## config.mk

```make
export PLATFORM = sky130hd
export DESIGN_NAME = l2_cache_diag_readback_regs
export DESIGN_NICKNAME = d
export VERILOG_FILES = /design/src/tag_capture_reg.v /design/src/hidden_settings.v /design/src/l2_cache_diag_readback_regs.v
export VERILOG_INCLUDE_DIRS = /design/src /design/src/src
export SDC_FILE = /design/constraint.sdc
export NUM_CORES = 1
export LEC_CHECK = 0
export ABC_AREA = 1
export BUFFER_PORTS_ARGS = -buffer_cell sky130_fd_sc_hd__buf_2
export CORE_MARGIN = 4
export CORE_UTILIZATION = 35
export CTS_CLUSTER_SIZE = 25
export DETAILED_ROUTE_END_ITERATION = 8
export GPL_ROUTABILITY_DRIVEN = 0
export PLACE_DENSITY = 0.58
export SLEW_MARGIN = 20
export SYNTH_ARGS = -nofsm -noshare
export SYNTH_HDL_FRONTEND = slang
export SYNTH_HIERARCHICAL = 1
export SYNTH_SLANG_ARGS = --single-unit
```

## constraint.sdc

```tcl
create_clock -name sys_clk -period 2.1 [get_ports sys_clk]
set_input_delay 0 -clock sys_clk [delete_from_list [all_inputs] [get_ports sys_clk]]
set_output_delay 0 -clock sys_clk [all_outputs]
set_load 0.005 [all_outputs]
```

## src/l2_diag_defs.vh

```
// Constants for the level-2 cache diagnostic readback bank.
`ifndef L2_DIAG_DEFS_VH
`define L2_DIAG_DEFS_VH

// Register byte addresses; each 64-bit register is two 32-bit words, low word first.
`define ADDR_READ_TAG_LO 32'h10040018
`define ADDR_READ_TAG_HI 32'h1004001C
`define ADDR_ECC_TAG_LO 32'h10040038
`define ADDR_ECC_TAG_HI 32'h1004003C
`define ADDR_SETTINGS_LO 32'h10040058
`define ADDR_SETTINGS_HI 32'h1004005C
`define ADDR_CAPTURE_STATUS 32'h10040060

// Hidden registers written by address bits 11:8 with dummy data.
`define ADDR_WAY_EN_BASE 32'h10041000
`define ADDR_CACHE_DIS_BASE 32'h10042000
`define ADDR_MISC_CFG_BASE 32'h10043000
`define ADDR_HIDDEN_MASK 32'hFFFFF0FF
`define HIDDEN_ARG_HI 11
`define HIDDEN_ARG_LO 8

// Reset values of the hidden registers.
`define WAY_EN_RESET 2'h3
`define CACHE_DIS_RESET 4'h0
`define MISC_CFG_RESET 4'h0

// Cache size codes.
`define SIZE_128K 2'h0
`define SIZE_256K 2'h1
`define SIZE_512K 2'h2

// Tag capture register field positions.
`define TAG_IDX_LSB 5
`define TAG_IDX_MSB 14
`define TAG_B15 15
`define TAG_B16 16
`define TAG_BITS_LSB 17
`define TAG_BITS_MSB 38
`define TAG_ECC_LSB 40
`define TAG_ECC_MSB 45
`define TAG_WAY_LSB 46
`define TAG_WAY_MSB 47
`define TAG_DIRTY 48
`define TAG_VALID 49
`define TAG_DECC_LSB 50
`define TAG_DECC_MSB 59

// Settings readback field positions.
`define SET_CDIS_LSB 4
`define SET_CDIS_MSB 7
`define SET_LOWPRIO 8
`define SET_ECCDIS 9
`define SET_WAY_LSB 12
`define SET_WAY_MSB 13

// Capture status bit positions.
`define STAT_READ_LOADED 0
`define STAT_ECC_LOADED 1
`define STAT_ECC_COUNT_LSB 8
`define STAT_ECC_COUNT_MSB 15

// Timing.
`define SYS_CLK_PERIOD_NS 10
`define TAG_READ_HOLD_NS 20

`endif

```

## src/tag_capture_reg.v

```verilog
// One 64-bit tag capture register with cache-size dependent packing.
`timescale 1ns/1ns
`default_nettype none
`include "l2_diag_defs.vh"

module tag_capture_reg
(
  input wire sys_clk,
  input wire load,
  input wire [1:0] cache_size,
  input wire [11:0] entry_index,
  input wire [23:0] entry_tag,
  input wire [5:0] entry_tag_ecc,
  input wire [1:0] entry_way,
  input wire entry_dirty,
  input wire entry_valid,
  input wire [9:0] entry_data_ecc,
  output reg [63:0] value_reg
);

  reg [63:0] value_next;

  // Index bits 16:5 arrive as entry_index; tag bits 40:17 arrive as entry_tag.
  always @*
  begin
    value_next = 64'h0000000000000000;
    value_next[`TAG_IDX_MSB:`TAG_IDX_LSB] = entry_index[9:0];
    if (cache_size == `SIZE_128K)
    begin
      value_next[`TAG_B15] = entry_tag[22];
    end
    else
    begin
      value_next[`TAG_B15] = entry_index[10];
    end
    if (cache_size == `SIZE_512K)
    begin
      value_next[`TAG_B16] = entry_index[11];
    end
    else
    begin
      value_next[`TAG_B16] = entry_tag[23];
    end
    value_next[`TAG_BITS_MSB:`TAG_BITS_LSB] = entry_tag[21:0];
    value_next[`TAG_ECC_MSB:`TAG_ECC_LSB] = entry_tag_ecc;
    value_next[`TAG_WAY_MSB:`TAG_WAY_LSB] = entry_way;
    value_next[`TAG_DIRTY] = entry_dirty;
    value_next[`TAG_VALID] = entry_valid;
    value_next[`TAG_DECC_MSB:`TAG_DECC_LSB] = entry_data_ecc;
  end

  // No reset: contents mean nothing until the first capture.
  always @(posedge sys_clk)
  begin
    if (load)
    begin
      value_reg <= value_next;
    end
  end

endmodule // tag_capture_reg
`default_nettype wire

```

## src/hidden_settings.v

```verilog
// Hidden way-enable, cache-disable and misc configuration registers set by address bits.
`timescale 1ns/1ns
`default_nettype none
`include "l2_diag_defs.vh"

module hidden_settings
(
  input wire sys_clk,
  input wire rst,
  input wire wr_en,
  input wire [31:0] addr,
  output reg [1:0] way_enable_reg,
  output reg [3:0] cache_disable_reg,
  output reg [3:0] misc_cfg_reg
);

  wire [31:0] base;
  wire [3:0] arg;

  assign base = addr & `ADDR_HIDDEN_MASK;
  assign arg = addr[`HIDDEN_ARG_HI:`HIDDEN_ARG_LO];

  // The write data is dummy; only the address carries the setting.
  always @(posedge sys_clk)
  begin
    if (rst)
    begin
      way_enable_reg <= `WAY_EN_RESET;
      cache_disable_reg <= `CACHE_DIS_RESET;
      misc_cfg_reg <= `MISC_CFG_RESET;
    end
    else if (wr_en)
    begin
      if (base == `ADDR_WAY_EN_BASE)
      begin
        way_enable_reg <= arg[1:0];
      end
      else if (base == `ADDR_CACHE_DIS_BASE)
      begin
        cache_disable_reg <= arg;
      end
      else if (base == `ADDR_MISC_CFG_BASE)
      begin
        // Reserved bits 8 and 9 are dropped; software writes them as zero.
        misc_cfg_reg <= {arg[3:2], 2'h0};
      end
    end
  end

endmodule // hidden_settings
`default_nettype wire

```

## src/l2_cache_diag_readback_regs.v

```verilog
// Diagnostic readback register bank of the level-2 cache.
`timescale 1ns/1ns
`default_nettype none
`include "l2_diag_defs.vh"

module l2_cache_diag_readback_regs
#(
  parameter THIRD_PERIPHERAL_REVISION = 1
)
(
  input wire sys_clk,
  input wire rst,
  input wire [31:0] bus_addr,
  input wire [31:0] bus_wdata,
  input wire bus_wr,
  input wire bus_rd,
  output reg [31:0] bus_rdata,
  input wire [1:0] cache_size,
  input wire diag_read_strobe,
  input wire ecc_error_strobe,
  input wire [11:0] entry_index,
  input wire [23:0] entry_tag,
  input wire [5:0] entry_tag_ecc,
  input wire [1:0] entry_way,
  input wire entry_dirty,
  input wire entry_valid,
  input wire [9:0] entry_data_ecc,
  output reg regs_hold,
  output wire [1:0] way_enable,
  output wire [3:0] cache_disable,
  output wire low_prio_blocker,
  output wire ecc_cleanup_disable
);

  // Stall length after a tag register read, rounded up to whole cycles, at least one.
  localparam integer HOLD_RAW =
    (`TAG_READ_HOLD_NS + `SYS_CLK_PERIOD_NS - 1) / `SYS_CLK_PERIOD_NS;
  localparam integer HOLD_CYCLES = (HOLD_RAW < 1) ? 1 : HOLD_RAW;
  localparam [3:0] HOLD_LOAD = HOLD_CYCLES[3:0];

  // One address decode serves the read mux, the stall and the status clear.
  // Hidden register writes decode their own bases inside the settings block.
  localparam [2:0] HIT_NONE = 3'h0;
  localparam [2:0] HIT_READ_TAG_LO = 3'h1;
  localparam [2:0] HIT_READ_TAG_HI = 3'h2;
  localparam [2:0] HIT_ECC_TAG_LO = 3'h3;
  localparam [2:0] HIT_ECC_TAG_HI = 3'h4;
  localparam [2:0] HIT_SETTINGS_LO = 3'h5;
  localparam [2:0] HIT_SETTINGS_HI = 3'h6;
  localparam [2:0] HIT_STATUS = 3'h7;

  wire [63:0] read_tag_value;
  wire [63:0] ecc_tag_value;
  wire [1:0] way_enable_q;
  wire [3:0] cache_disable_q;
  wire [3:0] misc_cfg_q;
  reg [63:0] settings_value;
  reg [31:0] status_value;
  reg [31:0] rdata_next;
  reg read_loaded_reg;
  reg read_loaded_next;
  reg ecc_loaded_reg;
  reg ecc_loaded_next;
  reg [7:0] ecc_count_reg;
  reg [7:0] ecc_count_next;
  reg [3:0] hold_count_reg;
  reg [3:0] hold_count_next;
  reg regs_hold_next;
  wire tag_reg_read;
  wire status_clear;
  reg [2:0] addr_hit;
  reg tag_hit;

  tag_capture_reg read_capture
  (
    .sys_clk(sys_clk),
    .load(diag_read_strobe),
    .cache_size(cache_size),
    .entry_index(entry_index),
    .entry_tag(entry_tag),
    .entry_tag_ecc(entry_tag_ecc),
    .entry_way(entry_way),
    .entry_dirty(entry_dirty),
    .entry_valid(entry_valid),
    .entry_data_ecc(entry_data_ecc),
    .value_reg(read_tag_value)
  );

  tag_capture_reg error_capture
  (
    .sys_clk(sys_clk),
    .load(ecc_error_strobe),
    .cache_size(cache_size),
    .entry_index(entry_index),
    .entry_tag(entry_tag),
    .entry_tag_ecc(entry_tag_ecc),
    .entry_way(entry_way),
    .entry_dirty(entry_dirty),
    .entry_valid(entry_valid),
    .entry_data_ecc(entry_data_ecc),
    .value_reg(ecc_tag_value)
  );

  hidden_settings settings
  (
    .sys_clk(sys_clk),
    .rst(rst),
    .wr_en(bus_wr),
    .addr(bus_addr),
    .way_enable_reg(way_enable_q),
    .cache_disable_reg(cache_disable_q),
    .misc_cfg_reg(misc_cfg_q)
  );

  assign way_enable = way_enable_q;
  assign cache_disable = cache_disable_q;
  assign low_prio_blocker = misc_cfg_q[2];
  assign ecc_cleanup_disable = misc_cfg_q[3];

  // Settings image; older revisions have no readback and see zero.
  always @*
  begin
    settings_value = 64'h0000000000000000;
    if (THIRD_PERIPHERAL_REVISION != 0)
    begin
      settings_value[`SET_CDIS_MSB:`SET_CDIS_LSB] = cache_disable_q;
      settings_value[`SET_LOWPRIO] = misc_cfg_q[2];
      settings_value[`SET_ECCDIS] = misc_cfg_q[3];
      settings_value[`SET_WAY_MSB:`SET_WAY_LSB] = way_enable_q;
    end
  end

  always @*
  begin
    status_value = 32'h00000000;
    status_value[`STAT_READ_LOADED] = read_loaded_reg;
    status_value[`STAT_ECC_LOADED] = ecc_loaded_reg;
    status_value[`STAT_ECC_COUNT_MSB:`STAT_ECC_COUNT_LSB] = ecc_count_reg;
  end

  always @*
  begin
    addr_hit = HIT_NONE;
    tag_hit = 1'b0;
    if (bus_addr == `ADDR_READ_TAG_LO)
    begin
      addr_hit = HIT_READ_TAG_LO;
      tag_hit = 1'b1;
    end
    else if (bus_addr == `ADDR_READ_TAG_HI)
    begin
      addr_hit = HIT_READ_TAG_HI;
      tag_hit = 1'b1;
    end
    else if (bus_addr == `ADDR_ECC_TAG_LO)
    begin
      addr_hit = HIT_ECC_TAG_LO;
      tag_hit = 1'b1;
    end
    else if (bus_addr == `ADDR_ECC_TAG_HI)
    begin
      addr_hit = HIT_ECC_TAG_HI;
      tag_hit = 1'b1;
    end
    else if (bus_addr == `ADDR_SETTINGS_LO)
    begin
      addr_hit = HIT_SETTINGS_LO;
    end
    else if (bus_addr == `ADDR_SETTINGS_HI)
    begin
      addr_hit = HIT_SETTINGS_HI;
    end
    else if (bus_addr == `ADDR_CAPTURE_STATUS)
    begin
      addr_hit = HIT_STATUS;
    end
  end

  assign tag_reg_read = bus_rd && tag_hit;

  assign status_clear = bus_wr && (addr_hit == HIT_STATUS);

  // Read decode; anything unmapped reads zero.
  always @*
  begin
    rdata_next = 32'h00000000;
    if (bus_rd)
    begin
      if (addr_hit == HIT_READ_TAG_LO)
      begin
        rdata_next = read_tag_value[31:0];
      end
      else if (addr_hit == HIT_READ_TAG_HI)
      begin
        rdata_next = read_tag_value[63:32];
      end
      else if (addr_hit == HIT_ECC_TAG_LO)
      begin
        rdata_next = ecc_tag_value[31:0];
      end
      else if (addr_hit == HIT_ECC_TAG_HI)
      begin
        rdata_next = ecc_tag_value[63:32];
      end
      else if (addr_hit == HIT_SETTINGS_LO)
      begin
        rdata_next = settings_value[31:0];
      end
      else if (addr_hit == HIT_SETTINGS_HI)
      begin
        rdata_next = settings_value[63:32];
      end
      else if (addr_hit == HIT_STATUS)
      begin
        rdata_next = status_value;
      end
    end
  end

  // Loaded flags tell software when a capture register holds meaning.
  // A capture in the cycle of a clear wins, so no event is hidden.
  always @*
  begin
    read_loaded_next = read_loaded_reg;
    ecc_loaded_next = ecc_loaded_reg;
    ecc_count_next = ecc_count_reg;
    if (status_clear)
    begin
      if (bus_wdata[`STAT_READ_LOADED])
      begin
        read_loaded_next = 1'b0;
      end
      if (bus_wdata[`STAT_ECC_LOADED])
      begin
        ecc_loaded_next = 1'b0;
        ecc_count_next = 8'h00;
      end
    end
    if (diag_read_strobe)
    begin
      read_loaded_next = 1'b1;
    end
    if (ecc_error_strobe)
    begin
      ecc_loaded_next = 1'b1;
      if (ecc_count_next != 8'hFF)
      begin
        ecc_count_next = ecc_count_next + 8'h01;
      end
    end
  end

  // The hold goes to the arbiters of the cache and control block registers.
  // The bank itself still answers in one cycle, so the hold only shields other registers.
  always @*
  begin
    hold_count_next = hold_count_reg;
    regs_hold_next = 1'b0;
    if (tag_reg_read)
    begin
      hold_count_next = HOLD_LOAD;
    end
    else if (hold_count_reg != 4'h0)
    begin
      hold_count_next = hold_count_reg - 4'h1;
    end
    if (hold_count_next != 4'h0)
    begin
      regs_hold_next = 1'b1;
    end
  end

  always @(posedge sys_clk)
  begin
    if (rst)
    begin
      bus_rdata <= 32'h00000000;
      read_loaded_reg <= 1'b0;
      ecc_loaded_reg <= 1'b0;
      ecc_count_reg <= 8'h00;
      hold_count_reg <= 4'h0;
      regs_hold <= 1'b0;
    end
    else
    begin
      bus_rdata <= rdata_next;
      read_loaded_reg <= read_loaded_next;
      ecc_loaded_reg <= ecc_loaded_next;
      ecc_count_reg <= ecc_count_next;
      hold_count_reg <= hold_count_next;
      regs_hold <= regs_hold_next;
    end
  end

endmodule // l2_cache_diag_readback_regs
`default_nettype wire

```

==> reports/metrics.cfg <==
[clock_network]
worstSkewPairLatency_ps=420
htreeDepth=4
clock-sinks=163
clk_root_buffer_cell=clkbuf_16
cts_tree=built
cts_buffers=17
clockBufferDepth=2
clk_pin_slew_ps=60

[power_and_ir_drop]
power_frac_clock_pct=42.3
pwr-share-seq_pct=49.2
p_leak_nw=4.07
p_sw_share_pct=22.0
p_int_mw=5.89
irDropWorstVdd_mv=0.596
p_sw_mw=1.66
comb_power_share_pct=8.5
power.density_mw_per_mm2=795
totalPowerFinal_mw=7.55

[drt]
wl_per_cell_um=14.3
ant_nets=0
first_iter_violations=268
vias=5547
drc_errors=0
firstDrtPassIters=4
vias_per_cell=4.51
wirelength_um=17600

[layout]
design_area_mm2=0.00951
multi_input_area_mm2=0.00237
diodes=0
final-seq-area_mm2=0.00434
fill_cells=1920
final_nets=1078
area_growth_pct=31.8
drive_gt1_share_pct=24.8

[worst_setup_path]
cpLargestDelayFamily=simple AND/OR/NAND/NOR gates
endpoint_kind=register
crit_arrival_ps=2230
path_buf_inv=4
cp_common_cell=inv_1
cp.required_ps=2410
worstSetupStartpointType=input pin
path_class=input pin to register
slowest_delay_ps=580
slowest_stage=dlygate4sd3_1
path_cells=dlygate4sd3_1 -> nor2_2 -> nand2_2 -> nor2_4 -> nand2_4 -> nor2_8 -> nand3_4 -> nand2_1 -> inv_1 -> ha_2 -> nand2_2 -> inv_1 -> nand3_2 -> nor2_2 -> nand2_4 -> nand2_1 -> o21bai_1 -> inv_1
crit_fanout=6

[hold_path]
hold_class=input pin to register

[global_routing]
antenna_found_initial=0
grt_pass1_wl_um=27200
track_usage_pct=15.6
grt_max_degree=61
overflow=0
first_global_vias=5240

[timing]
fmax_ghz=0.522
setup_tns_ps=0
final-setup-viol-count=0
holdWs_ps=17.8
slew_violations=0
fin_skew_ps=13.3
finalCritPeriodShare_pct=91.2
finalHoldViolCount=0
finalWorstSetupSlack_ps=186
period_needed_ps=1910

[yosys]
yosys_warnings=6
syn_area_mm2=0.00721
synthCells=728
syn_avg_cell_area_um2=9.91

[floorplanning]
ios=169
core_area_mm2=0.0202
dieArea_mm2=0.0230
num_rows=52
initial_core_util_pct=35.6
die_y_um=152
die_x_um=152

[flow_run]
maxCapViolCount=0

[place]
placed_area_mm2=0.00813
dp.final_hpwl_um=11900
pre_cts_ws_ps=162
portBuffers=138

[run_status]
status=finished, final reports clean

==> through the flow <==
step	util, %	cells
2_1_floorplan	-	746
4_1_cts	46.9	1234
3_5_place_dp	40.2	1128
3_3_place_gp	40.2	1128
6_report	47.0	1231
5_1_grt	47.0	1231
==> worst min-delay path, delay by kind of cell <==
kind / cells / cell delay [ps]
buffers and inverters: 1 / 230
AND/OR/NAND/NOR: 2 / 170
==> path summary, 6_finish.rpt <==
path,from,end,slack [ps],cells after the start
worst max-delay path,bus_addr[11],ecc_count_reg[3],190,18
worst min-delay path,bus_addr[8],settings/cache_disable_reg[0],20,3
worst max register to register,ecc_count_reg[0],ecc_count_reg[6],500,10
worst min register to register,ecc_loaded_reg,ecc_loaded_reg,470,2
==> area by class of cell <==
cell class                      instances  area share (%)
Clock buffer                           21            4.86
Clock inverter                         11            1.59
Inverter                               75            2.99
Multi-Input combinational cell        467            24.9
Sequential cell                       163            45.7
Tap cell                              270            3.55
Timing Repair Buffer                  224            16.4
==> per-layer routing <==
metal,global-route usage (%),vias up,wire length [µm]
met4,6.11,0,354
li1,-,2859,-
met5,0,-,0
met1,19.6,2532,7680
met3,3.09,25,945
met2,26.5,131,8640
==> placed cells by master (no fill, tap or decap), types with 2 or more instances in the layout <==
master         count
conb_1            20
edfxtp_1         108
inv_2              7
nor3_1             6
nand3b_1           5
o2111ai_1          3
dfxtp_1           55
a41oi_1            3
and3_1             2
a21oi_1           33
buf_4             14
nor2_4             4
dlygate4sd3_1     73
bufinv_16          3
a21oi_2            6
o211ai_1          10
inv_1             66
nand2_4            4
nand2_1          164
nor2_1            66
clkbuf_16         18
o211ai_2           6
nand3_1           57
clkinv_2           2
a31oi_1            6
buf_12             2
nor2_2             8
buf_2            134
o21ai_1            8
clkinv_4           4
nand2_2            8
nand4_1            8
o21ai_0           21
nand3_2            8
clkbuf_1           3
==> power groups by stage <==
stage / clock network [mW] / logic (mW) / registers, mW
final: 3.19 / 0.642 / 3.72
after global routing: 3.39 / 0.724 / 3.74
after global placement: 0 / 0.523 / 3.78
after floorplan: 0 / 0.305 / 3.77
after CTS: 3.26 / 0.644 / 3.72
after detailed placement: 0 / 0.533 / 3.79
==> what timing repair did <==
action / in CTS / in global routing
gates resized for setup: 0 / 11
hold endpoints to repair: 124 / 0
hold buffers: 74 / 0
setup buffers: 0 / 1
setup endpoints to repair: 0 / 19
Note: power is estimated with default switching activity, not from simulation.
